===== config.mk =====
export PLATFORM = sky130hd
export DESIGN_NAME = pic_counter
export DESIGN_NICKNAME = d
export VERILOG_FILES = /design/src/core/pic_pkg.sv /design/src/core/pic_edge_pulse.sv /design/src/core/pic_counter.sv
export SDC_FILE = /design/constraint.sdc
export NUM_CORES = 1
export LEC_CHECK = 0
export BUFFER_PORTS_ARGS = -buffer_cell sky130_fd_sc_hd__buf_4
export CAP_MARGIN = 30
export CORE_ASPECT_RATIO = 1.5
export CORE_MARGIN = 5
export CORE_UTILIZATION = 25
export CTS_BUF_LIST = sky130_fd_sc_hd__clkbuf_16
export DETAILED_ROUTE_END_ITERATION = 12
export PLACE_DENSITY = 0.46
export SLEW_MARGIN = 5
export SYNTH_ARGS = -nofsm -noshare
export SYNTH_HDL_FRONTEND = slang
export SYNTH_SLANG_ARGS = --single-unit

===== constraint.sdc =====
create_clock -name clk_i -period 2.3 [get_ports clk_i]
set_input_delay 0.115 -clock clk_i [delete_from_list [all_inputs] [get_ports clk_i]]
set_output_delay 0.115 -clock clk_i [all_outputs]
set_load 0.02 [all_outputs]

===== src/core/pic_pkg.sv =====
package pic_pkg;

    // ------------------------------------------------------------------
    // Widths and clocking
    // ------------------------------------------------------------------
    localparam int unsigned CNT_W         = 16;
    localparam int unsigned CLK_HZ        = 20_000_000;
    localparam int unsigned BASE_HZ       = 10_000_000;
    localparam int unsigned PULSE_NS      = 500;
    localparam int unsigned CLK_PERIOD_NS = 1_000_000_000 / CLK_HZ;
    // Longest time rounds down, never below one cycle.
    localparam int unsigned PULSE_CYC_RAW = PULSE_NS / CLK_PERIOD_NS;
    localparam int unsigned PULSE_CYC     =
        (PULSE_CYC_RAW < 1) ? 1 : PULSE_CYC_RAW;
    localparam int unsigned PULSE_W       = 5;
    localparam logic [PULSE_W-1:0] PULSE_LEN = PULSE_W'(PULSE_CYC);

    // ------------------------------------------------------------------
    // Rate dividers: clock cycles per tick of each internal rate
    // ------------------------------------------------------------------
    localparam int unsigned BASE_DIV   = CLK_HZ / BASE_HZ;
    localparam int unsigned DIV_1M     = BASE_DIV * 10;
    localparam int unsigned DIV_100K   = BASE_DIV * 100;
    localparam int unsigned DIV_10K    = BASE_DIV * 1_000;
    localparam int unsigned DIV_1K     = BASE_DIV * 10_000;
    localparam int unsigned DIV_100    = BASE_DIV * 100_000;
    localparam int unsigned DIV_W      = 18;

    // ------------------------------------------------------------------
    // Encodings
    // ------------------------------------------------------------------
    localparam logic [CNT_W-1:0] CNT_RST   = 16'h0000;
    localparam logic [CNT_W-1:0] CNT_MAX   = 16'hFFFF;

    typedef enum logic [1:0] {
        PIC_SINGLE,
        PIC_REPEAT,
        PIC_EVT_TIME,
        PIC_EVT_ZERO
    } pic_mode_e;

    typedef enum logic [2:0] {
        PIC_SRC_STOP,
        PIC_SRC_1M,
        PIC_SRC_100K,
        PIC_SRC_10K,
        PIC_SRC_1K,
        PIC_SRC_100,
        PIC_SRC_LINE,
        PIC_SRC_EV1
    } pic_src_e;

endpackage


===== src/core/pic_edge_pulse.sv =====
`timescale 1ns/100ps

// ----------------------------------------------------------------------
// Input synchroniser, edge selection and active-low echo pulse
// ----------------------------------------------------------------------
module pic_edge_pulse
    import pic_pkg::*;
(
    input  wire logic clk_i,
    input  wire logic arst_n_i,
    input  wire logic sig_i,
    input  wire logic falling_i,
    input  wire logic pulse_i,
    output logic      edge_o,
    output logic      pulse_n_o
);

    logic               sync1_ff;
    logic               sync2_ff;
    logic               prev_ff;
    logic [PULSE_W-1:0] cnt_ff;
    logic               pulse_n_ff;
    logic [PULSE_W-1:0] nxt_cnt;
    logic               nxt_pulse_n;
    logic [1:0]         warm_ff;
    logic [1:0]         nxt_warm;
    logic               armed;

    // The first stage feeds only the second stage. Edges are ignored
    // until the history holds a real pin sample, so a pin that idles
    // high gives no false rising edge after reset.
    assign armed  = (warm_ff == 2'h3);
    assign edge_o = armed & (falling_i ? (prev_ff & ~sync2_ff)
                                       : (~prev_ff & sync2_ff));
    assign pulse_n_o = pulse_n_ff;

    always_comb
    begin
        nxt_warm    = armed ? warm_ff : warm_ff + 2'h1;
        nxt_cnt     = cnt_ff;
        nxt_pulse_n = pulse_n_ff;
        if (pulse_i)
        begin
            nxt_cnt     = PULSE_LEN;
            nxt_pulse_n = 1'b0;
        end
        else if (cnt_ff > PULSE_W'(1))
        begin
            nxt_cnt = cnt_ff - PULSE_W'(1);
        end
        else
        begin
            nxt_cnt     = '0;
            nxt_pulse_n = 1'b1;
        end
    end

    always_ff @(posedge clk_i or negedge arst_n_i)
    begin
        if (!arst_n_i)
        begin
            sync1_ff   <= 1'b0;
            sync2_ff   <= 1'b0;
            prev_ff    <= 1'b0;
            warm_ff    <= 2'h0;
            cnt_ff     <= '0;
            pulse_n_ff <= 1'b1;
        end
        else
        begin
            sync1_ff   <= sig_i;
            sync2_ff   <= sync1_ff;
            prev_ff    <= sync2_ff;
            warm_ff    <= nxt_warm;
            cnt_ff     <= nxt_cnt;
            pulse_n_ff <= nxt_pulse_n;
        end
    end

endmodule


===== src/core/pic_counter.sv =====
`timescale 1ns/100ps

// Behaviour
// The interval and event counter is a 16-bit binary counter.
// Five rates of 1 MHz to 100 Hz are divided down from a 10 MHz base.
// The line-frequency event signal may be chosen as the count source.
// Four modes exist: single, repeated, event timing, zero-base timing.
// Each overflow gives an active-low pulse of about 500 ns.
// A trigger-two event starts counting, sets its flag and may interrupt.
// A trigger-two event copies the counter into the buffer/preset reg; here only in event and zero-base timing modes.
// Trigger one can clock the counter as a time base or event source.
// Each trigger fires on a rising or falling edge chosen by a switch.
// Trigger events are echoed on active-low outputs like the overflow.
// Trigger events can start counting, a conversion or an interrupt.
// Single mode stops after overflow; repeated mode keeps counting.
// Software preloads the two's complement of the wanted count.
// Zero-base mode clears the counter right after the capture.
// A second overflow or trigger-two event before service sets overrun.
// Inputs are synchronised and each qualifying edge counts once.
module pic_counter
    import pic_pkg::*;
(
    input  wire logic             clk_i,
    input  wire logic             arst_n_i,
    input  wire logic [1:0]       mode_i,
    input  wire logic [2:0]       rate_sel_i,
    input  wire logic             go_set_i,
    input  wire logic             go_clr_i,
    input  wire logic             ev2_go_en_i,
    input  wire logic             irq_en_i,
    input  wire logic             preset_we_i,
    input  wire logic [CNT_W-1:0] preset_i,
    input  wire logic             ovf_clr_i,
    input  wire logic             ev2_clr_i,
    input  wire logic             ovr_clr_i,
    input  wire logic             line_evt_i,
    input  wire logic             event_input_one_i,
    input  wire logic             event_input_two_i,
    input  wire logic             ev1_falling_i,
    input  wire logic             ev2_falling_i,
    output logic [CNT_W-1:0]      buffer_preset_reg_o,
    output logic                  go_o,
    output logic                  ovf_flag_o,
    output logic                  event_two_flag_o,
    output logic                  overrun_flag_o,
    output logic                  irq_o,
    output logic                  overflow_pulse_n_o,
    output logic                  event_one_echo_n_o,
    output logic                  event_two_echo_n_o
);

    // ------------------------------------------------------------------
    // Inputs: synchronise, pick edge, echo
    // ------------------------------------------------------------------
    logic ev1_edge;
    logic ev2_edge;
    logic line_edge;
    logic ovf_pulse;

    pic_edge_pulse u_ev1 (
        .clk_i     (clk_i),
        .arst_n_i  (arst_n_i),
        .sig_i     (event_input_one_i),
        .falling_i (ev1_falling_i),
        .pulse_i   (ev1_edge),
        .edge_o    (ev1_edge),
        .pulse_n_o (event_one_echo_n_o)
    );

    pic_edge_pulse u_ev2 (
        .clk_i     (clk_i),
        .arst_n_i  (arst_n_i),
        .sig_i     (event_input_two_i),
        .falling_i (ev2_falling_i),
        .pulse_i   (ev2_edge),
        .edge_o    (ev2_edge),
        .pulse_n_o (event_two_echo_n_o)
    );

    // The line signal is counted on its rising edge; nothing echoes it.
    pic_edge_pulse u_line (
        .clk_i     (clk_i),
        .arst_n_i  (arst_n_i),
        .sig_i     (line_evt_i),
        .falling_i (1'b0),
        .pulse_i   (1'b0),
        .edge_o    (line_edge),
        .pulse_n_o ()
    );

    // Overflow uses the same stretcher; its input path is unused.
    pic_edge_pulse u_ovf (
        .clk_i     (clk_i),
        .arst_n_i  (arst_n_i),
        .sig_i     (1'b0),
        .falling_i (1'b0),
        .pulse_i   (ovf_pulse),
        .edge_o    (),
        .pulse_n_o (overflow_pulse_n_o)
    );

    // ------------------------------------------------------------------
    // Rate divider chain
    // ------------------------------------------------------------------
    logic [DIV_W-1:0] div_ff;
    logic [DIV_W-1:0] nxt_div;
    logic [DIV_W-1:0] div_end;
    logic             rate_tick;

    // One counter reloads at the selected rate; a new selection takes
    // effect within one period of the new rate, a cheap trade-off.
    always_comb
    begin
        unique case (pic_src_e'(rate_sel_i))
            PIC_SRC_1M:   div_end = DIV_W'(DIV_1M - 1);
            PIC_SRC_100K: div_end = DIV_W'(DIV_100K - 1);
            PIC_SRC_10K:  div_end = DIV_W'(DIV_10K - 1);
            PIC_SRC_1K:   div_end = DIV_W'(DIV_1K - 1);
            PIC_SRC_100:  div_end = DIV_W'(DIV_100 - 1);
            default:      div_end = '0;
        endcase
        rate_tick = (div_ff >= div_end);
        nxt_div   = rate_tick ? '0 : div_ff + DIV_W'(1);
    end

    // ------------------------------------------------------------------
    // Counter, modes and flags
    // ------------------------------------------------------------------
    logic [CNT_W-1:0] cnt_ff;
    logic [CNT_W-1:0] bufreg_ff;
    logic             go_ff;
    logic             ovf_ff;
    logic             ev2f_ff;
    logic             ovr_ff;
    logic             irq_ff;
    logic             pls_ff;
    logic [CNT_W-1:0] nxt_cnt;
    logic [CNT_W-1:0] nxt_bufreg;
    logic             nxt_go;
    logic             nxt_ovf;
    logic             nxt_ev2f;
    logic             nxt_ovr;
    logic             nxt_irq;
    logic             tick;
    logic             wrap;
    logic             ev2_go;
    logic             interval;

    assign ovf_pulse = pls_ff;

    always_comb
    begin
        interval = (pic_mode_e'(mode_i) == PIC_SINGLE)
                || (pic_mode_e'(mode_i) == PIC_REPEAT);
        unique case (pic_src_e'(rate_sel_i))
            PIC_SRC_STOP: tick = 1'b0;
            PIC_SRC_LINE: tick = line_edge;
            PIC_SRC_EV1:  tick = ev1_edge;
            default:      tick = rate_tick;
        endcase
        ev2_go   = ev2_edge & ev2_go_en_i;
        wrap     = go_ff & tick & (cnt_ff == CNT_MAX);
        nxt_cnt  = cnt_ff;
        nxt_bufreg = bufreg_ff;
        nxt_go   = go_ff;
        nxt_ovf  = ovf_ff & ~ovf_clr_i;
        nxt_ev2f = ev2f_ff & ~ev2_clr_i;
        nxt_ovr  = ovr_ff & ~ovr_clr_i;

        if (go_ff && tick)
        begin
            nxt_cnt = cnt_ff + CNT_W'(1);
        end
        if (preset_we_i)
        begin
            nxt_bufreg = preset_i;
        end
        if (wrap)
        begin
            nxt_ovf = 1'b1;
            if (ovf_ff)
            begin
                nxt_ovr = 1'b1;
            end
            if (interval)
            begin
                nxt_cnt = bufreg_ff;
                if (pic_mode_e'(mode_i) == PIC_SINGLE)
                begin
                    nxt_go = 1'b0;
                end
            end
        end
        if (go_clr_i)
        begin
            nxt_go = 1'b0;
        end
        // Start after a stop, so that a trigger in the clear cycle wins.
        if (go_set_i || ev2_go)
        begin
            nxt_go = 1'b1;
            if (!go_ff && interval)
            begin
                nxt_cnt = bufreg_ff;
            end
        end
        if (ev2_edge)
        begin
            nxt_ev2f = 1'b1;
            if (ev2f_ff)
            begin
                nxt_ovr = 1'b1;
            end
            if (!interval)
            begin
                nxt_bufreg = cnt_ff;
                if (pic_mode_e'(mode_i) == PIC_EVT_ZERO)
                begin
                    nxt_cnt = CNT_RST;
                end
            end
        end
        nxt_irq = irq_en_i & (nxt_ovf | nxt_ev2f);
    end

    always_ff @(posedge clk_i or negedge arst_n_i)
    begin
        if (!arst_n_i)
        begin
            div_ff  <= '0;
            cnt_ff  <= CNT_RST;
            bufreg_ff <= CNT_RST;
            go_ff   <= 1'b0;
            ovf_ff  <= 1'b0;
            ev2f_ff <= 1'b0;
            ovr_ff  <= 1'b0;
            irq_ff  <= 1'b0;
            pls_ff  <= 1'b0;
        end
        else
        begin
            div_ff  <= nxt_div;
            cnt_ff  <= nxt_cnt;
            bufreg_ff <= nxt_bufreg;
            go_ff   <= nxt_go;
            ovf_ff  <= nxt_ovf;
            ev2f_ff <= nxt_ev2f;
            ovr_ff  <= nxt_ovr;
            irq_ff  <= nxt_irq;
            pls_ff  <= wrap;
        end
    end

    assign buffer_preset_reg_o = bufreg_ff;
    assign go_o                = go_ff;
    assign ovf_flag_o          = ovf_ff;
    assign event_two_flag_o    = ev2f_ff;
    assign overrun_flag_o      = ovr_ff;
    assign irq_o               = irq_ff;

endmodule


==> results of run 1 <==
worst paths after layout:
path | from | end | slack (ns) | depth (start not counted)
worst max-delay path | div_ff[0]$_DFF_PN0_ | cnt_ff[3]$_DFF_PN0_ | 0.08 | 11
worst min-delay path | go_set_i | go_o$_DFFE_PN0P_ | 0.02 | 3
worst max register to register | div_ff[0]$_DFF_PN0_ | cnt_ff[3]$_DFF_PN0_ | 0.08 | 11
worst min register to register | u_ev2.sync1_ff$_DFF_PN0_ | u_ev2.sync2_ff$_DFF_PN0_ | 0.36 | 0
max in group asynchronous | arst_n_i | u_ovf.pulse_n_o$_DFFE_PN1P_ | 1.34 | 3
min in group asynchronous | arst_n_i | buffer_preset_reg_o[2]$_DFF_PN0_ | 0.22 | 2
where the power goes:
group | internal (mW) | switching (mW) | total, mW | leakage (nW)
Sequential | 1.92 | 0.342 | 2.26 | 1.07
Clock | 0.963 | 0.658 | 1.62 | 0.157
Combinational | 0.828 | 0.882 | 1.71 | 1.49
Total | 3.71 | 1.88 | 5.59 | 2.73
worst min-delay path, stage by stage:
cell     delay, ns
buf_4         0.08
a21oi_1       0.05
o21ai_1       0.07
flip-flops by register name, summed over array words and instances (netlist names), 2 cells and up:
| signal | cells |
|---|---|
| div_ff | 18 |
| buffer_preset_reg_o | 16 |
| cnt_ff | 16 |
| u_ev1.cnt_ff | 5 |
| u_ev2.cnt_ff | 5 |
| u_ovf.cnt_ff | 5 |
| u_ev1.warm_ff | 2 |
| u_ev2.warm_ff | 2 |
| u_line.warm_ff | 2 |
logic make-up (layout without fill, tap and decap cells):
logic type / after synthesis / after routing / share of synthesized area, %
fa+ha+maj: 26 / 26 / 7.11
xor+xnor: 40 / 40 / 7.65
mux: 20 / 20 / 4.45
buf+inv: 33 / 145 / 3.25
flops: 89 / 89 / 48.7
simple gates: 153 / 153 / 17.3
compound gates: 90 / 90 / 11.5
per-layer routing:
metal  vias to the layer above  global-route usage [%]
li1                       1782                       -
met1                      1726                    13.0
met2                        68                    20.7
met3                        20                    1.93
met4                         0                    3.69
met5                         -                       0
layout make-up:
type | count | area [um2]
Clock buffer | 9 | 225
Clock inverter | 7 | 98.8
Fill cell | 1888 | 11900
Inverter | 20 | 75.1
Multi-Input combinational cell | 329 | 2270
Sequential cell | 89 | 2230
Tap cell | 217 | 272
Timing Repair Buffer | 109 | 903
layout by cell type (no fill, tap or decap), types with 3 or more instances in the layout:
| cell type | Yosys | layout |
|---|---|---|
| dfstp_2 | 3 | 3 |
| mux2i_1 | 17 | 17 |
| dfrtp_1 | 86 | 85 |
| o21ai_2 | 3 | 7 |
| buf_12 | 0 | 4 |
| inv_6 | 0 | 3 |
| nor4_1 | 4 | 3 |
| o21ai_0 | 23 | 22 |
| inv_1 | 20 | 20 |
| o21ai_1 | 21 | 17 |
| buf_4 | 0 | 97 |
| a21oi_2 | 2 | 5 |
| nor2_1 | 39 | 39 |
| o21a_1 | 6 | 6 |
| ha_1 | 26 | 25 |
| dlygate4sd3_1 | 0 | 7 |
| a21oi_1 | 26 | 23 |
| xor2_1 | 19 | 19 |
| nand4_1 | 11 | 11 |
| nand3_1 | 18 | 18 |
| xnor2_1 | 21 | 21 |
| and2_1 | 3 | 3 |
| mux2_2 | 3 | 3 |
| nand2b_1 | 4 | 3 |
| clkbuf_16 | 0 | 10 |
| nor3_1 | 12 | 11 |
| nor3b_1 | 3 | 3 |
| nand2_1 | 33 | 33 |
| and3_1 | 7 | 7 |
what timing repair did:
| item | 4_1_cts | 5_1_grt |
|---|---|---|
| cloned | 0 | 1 |
| pin swaps | 1 | 5 |
| endpoints found under the hold margin | 30 | 0 |
| hold buffers | 7 | 0 |
| buffers inserted | 0 | 6 |
| setup endpoints to repair | 6 | 19 |
| gates resized for setup | 3 | 12 |
==> metrics.md, run 1 <==
| Metric | Value |
|---|---|
| CP max FO | `7` |
| Post-DP HPWL | `8620 um` |
| Final min period | `2.22 ns` |
| Initial Util | `25.4%` |
| Placed Cells | `750` |
| DRT antenna net count | `0` |
| Row cnt | `60` |
| Remaining global-route overflow | `0` |
| Max Freq | `451 MHz` |
| Dpl ws | `-0.328 ns` |
| Post-layout instance area | `0.00607 mm2` |
| Number of synthesized flops with an enable pin | `0` |
| Clk root buf | `clkbuf_16` |
| First-pass DRT Iterations | `4` |
| Element type at the critical path start | `flip-flop` |
| I/O Pins | `60` |
| Met3 WL post-DR | `340 um` |
| Clk_lat worst skew | `0.34 ns` |
| Synthesized Nets | `513` |
| Critical path class | `flip-flop to flip-flop` |
| Power density over the cells | `921 mW/mm2` |
| Number of CTS-inserted buffers | `9` |
| Synth warnings | `0` |
| Aggregate global-route resource usage | `11.2%` |
| Gp weighted congestion | `0.873` |
| Routed WL per cell | `14.7 um` |
| CTS tree | `yes` |
| Tot Pwr | `5.59 mW` |
| Via/cell ratio | `4.61` |
| Post-synth cell types | `49` |
| Clock skew | `0.00849 ns` |
| Initial antenna violation count | `0` |
| Max H-tree Level | `3` |
| #FFs+latches synth | `89` |
| Synth Instances | `451` |
| CP Capture Type | `flip-flop` |
| Worst min path class | `primary input to flip-flop` |
| Top layer in use | `met4` |
| Final nets | `620` |
| Largest area contributor in the netlist | `dfrtp_1` |
| Most common cell in the netlist | `dfrtp_1` |
| # Max-Cap Violations | `0` |
| First-pass GRT wire length | `19000 um` |
| Core ar. | `0.0180 mm2` |
| Mapped Area | `0.00458 mm2` |
| Total number of vias | `3596` |
| Ys async rst share | `100%` |
| Clock Pin Slew Worst Setup and Hold Paths | `0.07 ns` |
| # setup viols final | `0` |
| Die Y | `176 um` |
| Residual DRC count | `0` |
| Final core utilization | `33.7%` |
| Ant diodes | `0` |
| Setup ws final | `0.0829 ns` |
| Clock sink count | `89` |
| Mean Syn Cell Area | `10.2 um2` |
| Final worst-path cycle share | `96.4%` |
| Met1 wire length | `4820 um` |
| Routed wl met2 | `6110 um` |
| Synth Flop Type | `dfrtp_1` |
| Top-area cell type share of the netlist area | `47.0%` |
| Area grow syn2layout | `32.7%` |
| PortBufs | `59` |
| Kind of cell adding the most delay to the critical path | `compound AO/OA/AOI/OAI gates` |
| Outcome | `completed` |
| Worst Path Buf+Inv | `3` |
| Max clock buf depth | `2` |
| Slew HR | `49.6%` |
| Drt total wl | `11500 um` |
| Vias in the first global route | `3823` |
| RSZ-0062 raised after global routing | `true` |
| Final count of hold timing violations | `0` |
| Top post-synthesis cells by count | `dfrtp_1 (86), nor2_1 (39), nand2_1 (33)` |
| Largest net degree at the start of global routing | `66` |
| Crit-path cells | `inv_1, ha_1, nand2b_4, a21oi_2, o221a_2, o21ai_4, o21a_4, a21oi_4, buf_4, clkbuf_16, a21oi_1` |
| CP max-delay cell | `dfrtp_1` |
| Worst slew pin tran | `0.750 ns` |
| Synth area leaders | `dfrtp_1 (47%), ha_1 (7.1%), xnor2_1 (4.0%)` |
| Final Max Tran Viols | `0` |
| Final cell count without fillers | `780` |
| Max VDD drop | `0.434 mV` |
| DRT iter0 DRCs | `116` |
| Sequential element share of the synthesized area | `48.7%` |
| Layout cells sized above 1 | `26.8%` |
| CP max stage delay | `0.34 ns` |
| CP Data Required Time | `2.52 ns` |
| Fin Hold WS | `0.0187 ns` |
| Chip width | `120 um` |
| Lkg Pwr | `2.73 nW` |
| DP Area | `0.00554 mm2` |
| Worst Path Arrival | `2.44 ns` |
| Die area | `0.0212 mm2` |
| Final setup TNS | `0 ns` |
(Power assumes the default switching activity.)
==> inputs of run 2 (changes only) <==
--- a/config.mk
+++ b/config.mk
@@ -13,6 +13,7 @@
 export CTS_BUF_LIST = sky130_fd_sc_hd__clkbuf_16
 export DETAILED_ROUTE_END_ITERATION = 12
 export PLACE_DENSITY = 0.46
+export SETUP_SLACK_MARGIN = 0.4
 export SLEW_MARGIN = 5
 export SYNTH_ARGS = -nofsm -noshare
 export SYNTH_HDL_FRONTEND = slang
==> metrics.md, run 2 (synthesized netlist as in run 1, its figures left out) <==
| Metric | Value |
|---|---|
| Slew HR | `46.5% (was 49.6%)` |
| Drt total wl | `11700 um (was 11500 um)` |
| Max clock buf depth | `2 (unchanged)` |
| Critical path class | `flip-flop to flip-flop (unchanged)` |
| Core ar. | `0.0180 mm2 (unchanged)` |
| Final nets | `621 (was 620)` |
| CP Data Required Time | `2.53 ns (was 2.52 ns)` |
| # setup viols final | `0 (unchanged)` |
| # fillers | `1844 (was 1888)` |
| Row cnt | `60 (unchanged)` |
| Lkg Pwr | `2.73 nW (about the same)` |
| Chip width | `120 um (unchanged)` |
| Worst Reg2Reg Path Length in Cells | `10 (was 11)` |
| Tot Pwr | `5.64 mW (was 5.59 mW)` |
| Worst Path Arrival | `2.43 ns (was 2.44 ns)` |
| Remaining global-route overflow | `0 (unchanged)` |
| Die Y | `176 um (unchanged)` |
| Post-DP HPWL | `8380 um (was 8620 um)` |
| DRT antenna net count | `0 (unchanged)` |
| Final core utilization | `34.5% (was 33.7%)` |
| Clk root buf | `clkbuf_16 (unchanged)` |
| Final cell count without fillers | `781 (was 780)` |
| Number of CTS-inserted buffers | `9 (unchanged)` |
| Most frequent cells in the layout | `buf_4 (91), dfrtp_1 (86), nor2_1 (34) (was buf_4 (97), dfrtp_1 (85), nor2_1 (39))` |
| Placed Cells | `739 (was 750)` |
| CP Capture Type | `flip-flop (unchanged)` |
| # Max-Cap Violations | `0 (unchanged)` |
| Worst min path class | `primary input to flip-flop (unchanged)` |
| Clk_lat worst skew | `0.34 ns (about the same)` |
| Max Freq | `455 MHz (was 451 MHz)` |
| Aggregate global-route resource usage | `11.1% (was 11.2%)` |
| Final count of hold timing violations | `0 (unchanged)` |
| Gp weighted congestion | `0.808 (was 0.873)` |
| Final Max Tran Viols | `0 (unchanged)` |
| Residual DRC count | `0 (unchanged)` |
| CP max FO | `8 (was 7)` |
| Clock sink count | `89 (unchanged)` |
| Element type at the critical path start | `flip-flop (unchanged)` |
| R2R setup slack | `0.10 ns (was 0.08 ns)` |
| I/O Pins | `60 (unchanged)` |
| Largest reg by FF count | `div_ff (unchanged)` |
| Via/cell ratio | `4.70 (was 4.61)` |
| Area grow syn2layout | `35.6% (was 32.7%)` |
| Largest net degree at the start of global routing | `36 (was 66)` |
| Clock Pin Slew Worst Setup and Hold Paths | `0.07 ns (about the same)` |
| DP Area | `0.00545 mm2 (was 0.00554 mm2)` |
| Ant diodes | `0 (unchanged)` |
| Outcome | `completed (unchanged)` |
| PortBufs | `59 (unchanged)` |
| First-pass GRT wire length | `19000 um (about the same)` |
| Total number of vias | `3674 (was 3596)` |
| Layout cells sized above 1 | `29.4% (was 26.8%)` |
| Clock skew | `0.00854 ns (was 0.00849 ns)` |
| Max FFs per register | `18 (unchanged)` |
| Vias in the first global route | `3835 (was 3823)` |
| Commonest non-fill, non-tap cell in the layout | `buf_4 (unchanged)` |
| First-pass DRT Iterations | `4 (unchanged)` |
| Power density over the cells | `908 mW/mm2 (was 921 mW/mm2)` |
| Post-layout instance area | `0.00621 mm2 (was 0.00607 mm2)` |
| CTS tree | `yes (unchanged)` |
| RSZ-0062 raised after global routing | `true (unchanged)` |
| Number of cells on the worst hold path | `3 (unchanged)` |
| Initial Util | `25.4% (unchanged)` |
| Final min period | `2.20 ns (was 2.22 ns)` |
| Final worst-path cycle share | `95.6% (was 96.4%)` |
| Die area | `0.0212 mm2 (unchanged)` |
| DRT iter0 DRCs | `103 (was 116)` |
| Max VDD drop | `0.387 mV (was 0.434 mV)` |
| Max H-tree Level | `3 (unchanged)` |
| Initial antenna violation count | `0 (unchanged)` |
| Worst slew pin tran | `0.795 ns (was 0.750 ns)` |
| Routed WL per cell | `15.0 um (was 14.7 um)` |
[run 2: metrics by stage]
step	setup TNS [ns]	worst slack [ns]	hold WS, ns
2_1_floorplan	0	0.279	-0.181
3_3_place_gp	-2.50	-0.147	0.109
3_5_place_dp	-2.50	-0.152	0.113
4_1_cts	0	0.0938	0.0184
5_1_grt	0	0.0142	0.0503
6_report	0	0.102	0.0486
[run 2: timing repair]
action | 4_1_cts | 5_1_grt
gates resized for setup | 14 | 30
gates cloned | 3 | 1
pin swaps | 12 | 15
endpoints found under the hold margin | 38 | 0
hold buffers | 8 | 0
setup buffers | 11 | 3
setup endpoints to repair | 20 | 38
[run 2: worst paths after layout]
check                                          start                       endpoint
hold reg to reg            u_line.sync1_ff$_DFF_PN0_      u_line.sync2_ff$_DFF_PN0_
max in group asynchronous                   arst_n_i  u_line.warm_ff[1]$_DFFE_PN0P_
min in group asynchronous                   arst_n_i       u_ev2.sync1_ff$_DFF_PN0_
setup reg to reg                 div_ff[3]$_DFF_PN0_           cnt_ff[15]$_DFF_PN0_
setup / recovery                 div_ff[3]$_DFF_PN0_           cnt_ff[15]$_DFF_PN0_
hold / removal                           ev2_go_en_i               go_o$_DFFE_PN0P_
[run 2: cell type report]
type / count / area, um2 / share of cell area, %
inverter: 20 / 75.1 / 1.21
timing repair buffer: 109 / 930 / 15.0
multi-input combinational: 330 / 2400 / 38.6
clock inverter: 7 / 80.1 / 1.29
sequential: 89 / 2230 / 35.9
clock buffer: 9 / 225 / 3.63
tap: 217 / 272 / 4.37
[run 2: report_power, final]
group	internal (mW)	switching, mW
clock network	0.852	0.661
registers	1.92	0.343
logic	0.902	0.957
[run 2: critical path: stages (launching register included)]
cell,delay (ns)
dfrtp_1,0.39
ha_1,0.31
nand4_1,0.13
o221a_4,0.33
o21ai_4,0.19
o21a_4,0.18
a21oi_4,0.07
buf_6,0.13
buf_12,0.13
o21ai_1,0.19
a21oi_2,0.04
[run 2: routing by layer]
metal  up-vias  part of all wire [%]  GRT usage (%)
li1       1783                     -              -
met1      1784                    40           12.4
met2        86                    54           20.3
met3        21                   3.6           2.48
met4         0                   2.4           4.25
met5         -                     0              0
==> inputs of run 3 (changes only) <==
--- a/config.mk
+++ b/config.mk
@@ -12,6 +12,7 @@
 export CORE_UTILIZATION = 25
 export CTS_BUF_LIST = sky130_fd_sc_hd__clkbuf_16
 export DETAILED_ROUTE_END_ITERATION = 12
+export GPL_TIMING_DRIVEN = 0
 export PLACE_DENSITY = 0.46
 export SETUP_SLACK_MARGIN = 0.4
 export SLEW_MARGIN = 5
==> metrics.md, run 3 (synthesized netlist as in run 1, its figures left out) <==
| Metric | Value |
|---|---|
| Worst Path Arrival | `2.46 ns (was 2.43 ns)` |
| Residual DRC count | `0 (unchanged)` |
| Placed Cells | `727 (was 739)` |
| Setup ws final | `0.103 ns (was 0.102 ns)` |
| Worst hold start | `ev2_go_en_i (unchanged)` |
| CP Data Required Time | `2.56 ns (was 2.53 ns)` |
| Fin Hold WS | `0.0361 ns (was 0.0486 ns)` |
| Die area | `0.0212 mm2 (unchanged)` |
| Largest net degree at the start of global routing | `66 (was 36)` |
| Ant diodes | `0 (unchanged)` |
| Dpl ws | `-0.219 ns (was -0.152 ns)` |
| Via/cell ratio | `4.68 (was 4.70)` |
| Commonest non-fill, non-tap cell in the layout | `dfrtp_1 (was buf_4)` |
| Slew HR | `49.3% (was 46.5%)` |
| Die Y | `176 um (unchanged)` |
| DP Area | `0.00534 mm2 (was 0.00545 mm2)` |
| Max FFs per register | `18 (unchanged)` |
| Remaining global-route overflow | `0 (unchanged)` |
| Core ar. | `0.0180 mm2 (unchanged)` |
| Critical path startpoint | `u_line.warm_ff[0]$_DFFE_PN0P_ (was div_ff[3]$_DFF_PN0_)` |
| Critical path class | `flip-flop to flip-flop (unchanged)` |
| Initial Util | `25.4% (unchanged)` |
| Post-layout instance area | `0.00618 mm2 (was 0.00621 mm2)` |
| RSZ-0062 raised after global routing | `true (unchanged)` |
| Initial antenna violation count | `0 (unchanged)` |
| Final worst-path cycle share | `95.5% (was 95.6%)` |
| Final nets | `615 (was 621)` |
| CP Capture Type | `flip-flop (unchanged)` |
| First-pass DRT Iterations | `4 (unchanged)` |
| Max H-tree Level | `3 (unchanged)` |
| Final cell count without fillers | `775 (was 781)` |
| Sequential Power Share | `42.0% (was 40.2%)` |
| Outcome | `completed (unchanged)` |
| Drt total wl | `11800 um (was 11700 um)` |
| Worst min path class | `primary input to flip-flop (unchanged)` |
| CP max FO | `7 (was 8)` |
| Aggregate global-route resource usage | `11.5% (was 11.1%)` |
| Power density over the cells | `882 mW/mm2 (was 908 mW/mm2)` |
| Sw frac | `35.2% (was 34.8%)` |
| First-pass GRT wire length | `19400 um (was 19000 um)` |
| Max VDD drop | `0.393 mV (was 0.387 mV)` |
| Clock sink count | `89 (unchanged)` |
| Row cnt | `60 (unchanged)` |
| Element type at the critical path start | `flip-flop (unchanged)` |
| Lkg Pwr | `2.70 nW (was 2.73 nW)` |
| Routed WL per cell | `15.2 um (was 15.0 um)` |
| CTS tree | `yes (unchanged)` |
| Clk_lat worst skew | `0.34 ns (about the same)` |
| Internal | `3.53 mW (was 3.68 mW)` |
| Clock Pin Slew Worst Setup and Hold Paths | `0.07 ns (about the same)` |
| Number of CTS-inserted buffers | `9 (unchanged)` |
| DRT antenna net count | `0 (unchanged)` |
| # Max-Cap Violations | `0 (unchanged)` |
| Total number of vias | `3627 (was 3674)` |
| Clock skew | `0.0109 ns (was 0.00854 ns)` |
| Final Max Tran Viols | `0 (unchanged)` |
| Worst slew pin tran | `0.754 ns (was 0.795 ns)` |
| Psw | `1.92 mW (was 1.96 mW)` |
| Area grow syn2layout | `35.0% (was 35.6%)` |
| Max clock buf depth | `2 (unchanged)` |
| Post-DP HPWL | `8390 um (was 8380 um)` |
| Layout cells sized above 1 | `32.4% (was 29.4%)` |
| Clk root buf | `clkbuf_16 (unchanged)` |
| Gp weighted congestion | `0.800 (was 0.808)` |
| Final min period | `2.20 ns (about the same)` |
| Vias in the first global route | `3849 (was 3835)` |
| Clock power frac | `24.2% (was 26.8%)` |
| PortBufs | `58 (was 59)` |
| Final setup TNS | `0 ns (unchanged)` |
| # fillers | `1869 (was 1844)` |
| Reg-to-Reg Start | `u_line.warm_ff[0]$_DFFE_PN0P_ (was div_ff[3]$_DFF_PN0_)` |
| # setup viols final | `0 (unchanged)` |
| Comb power frac | `33.7% (was 33.0%)` |
| I/O Pins | `60 (unchanged)` |
| Chip width | `120 um (unchanged)` |
| Final count of hold timing violations | `0 (unchanged)` |
| Tot Pwr | `5.45 mW (was 5.64 mW)` |
| Most frequent cells in the layout | `dfrtp_1 (84), buf_4 (75), nor2_1 (32) (was buf_4 (91), dfrtp_1 (86), nor2_1 (34))` |
| DRT iter0 DRCs | `102 (was 103)` |
| Final core utilization | `34.3% (was 34.5%)` |
| Largest reg by FF count | `div_ff (unchanged)` |
| Max Freq | `455 MHz (about the same)` |
## run 3: worst max-delay path: stages, from the launching register on
cell and delay (ns):
dfrtp_1 0.39, ha_1 0.24, and4bb_1 0.21, nand3_1 0.11
o21ai_2 0.10, nand2b_4 0.18, o21a_4 0.25, a21oi_4 0.26
buf_6 0.19, o21ai_2 0.06, a21oi_1 0.13
## run 3: metal layers
layer  global-route usage (%)  vias to the layer above  part of all wire [%]
met2                     21.0                       72                    54
met4                     5.39                        0                   3.7
met5                        0                        -                     0
met3                     1.97                       23                   3.3
met1                     12.7                     1756                    39
li1                         -                     1776                     -
## run 3: area by class of cell
cell class | instances | area [um2] | share of cell area (%)
clock inverters | 7 | 32.5 | 0.526
well taps | 217 | 272 | 4.39
plain buffers | 13 | 114 | 1.84
repair buffers | 91 | 746 | 12.1
inverters | 20 | 75.1 | 1.21
multi-input cells | 329 | 2480 | 40.2
clock buffers | 9 | 225 | 3.64
flip-flops and latches | 89 | 2230 | 36.1
## run 3: timing repair
item	4_1_cts	5_1_grt
setup buffers	15	6
gates resized for setup	45	37
hold endpoints to repair	31	0
pin swaps	24	14
hold buffers	8	0
setup endpoints to repair	54	55
gates cloned	3	0
## run 3: path summary, 6_finish.rpt
path | to | slack [ns] | cells past startpoint
setup / recovery | cnt_ff[2]$_DFF_PN0_ | 0.10 | 10
hold / removal | go_o$_DFFE_PN0P_ | 0.04 | 3
setup reg to reg | cnt_ff[2]$_DFF_PN0_ | 0.10 | 10
hold reg to reg | u_ev2.sync2_ff$_DFF_PN0_ | 0.35 | 0
max in group asynchronous | u_ovf.pulse_n_o$_DFFE_PN1P_ | 1.39 | 3
min in group asynchronous | u_ev2.sync1_ff$_DFF_PN0_ | 0.23 | 2
## run 3: power groups by stage
stage	Clock, mW	Sequential [mW]	Combinational, mW
after floorplan	0	2.30	0.964
after global placement	0	2.31	1.42
after detailed placement	0	2.32	1.47
after CTS	1.37	2.29	1.74
after global routing	1.43	2.35	2.05
final	1.32	2.29	1.84
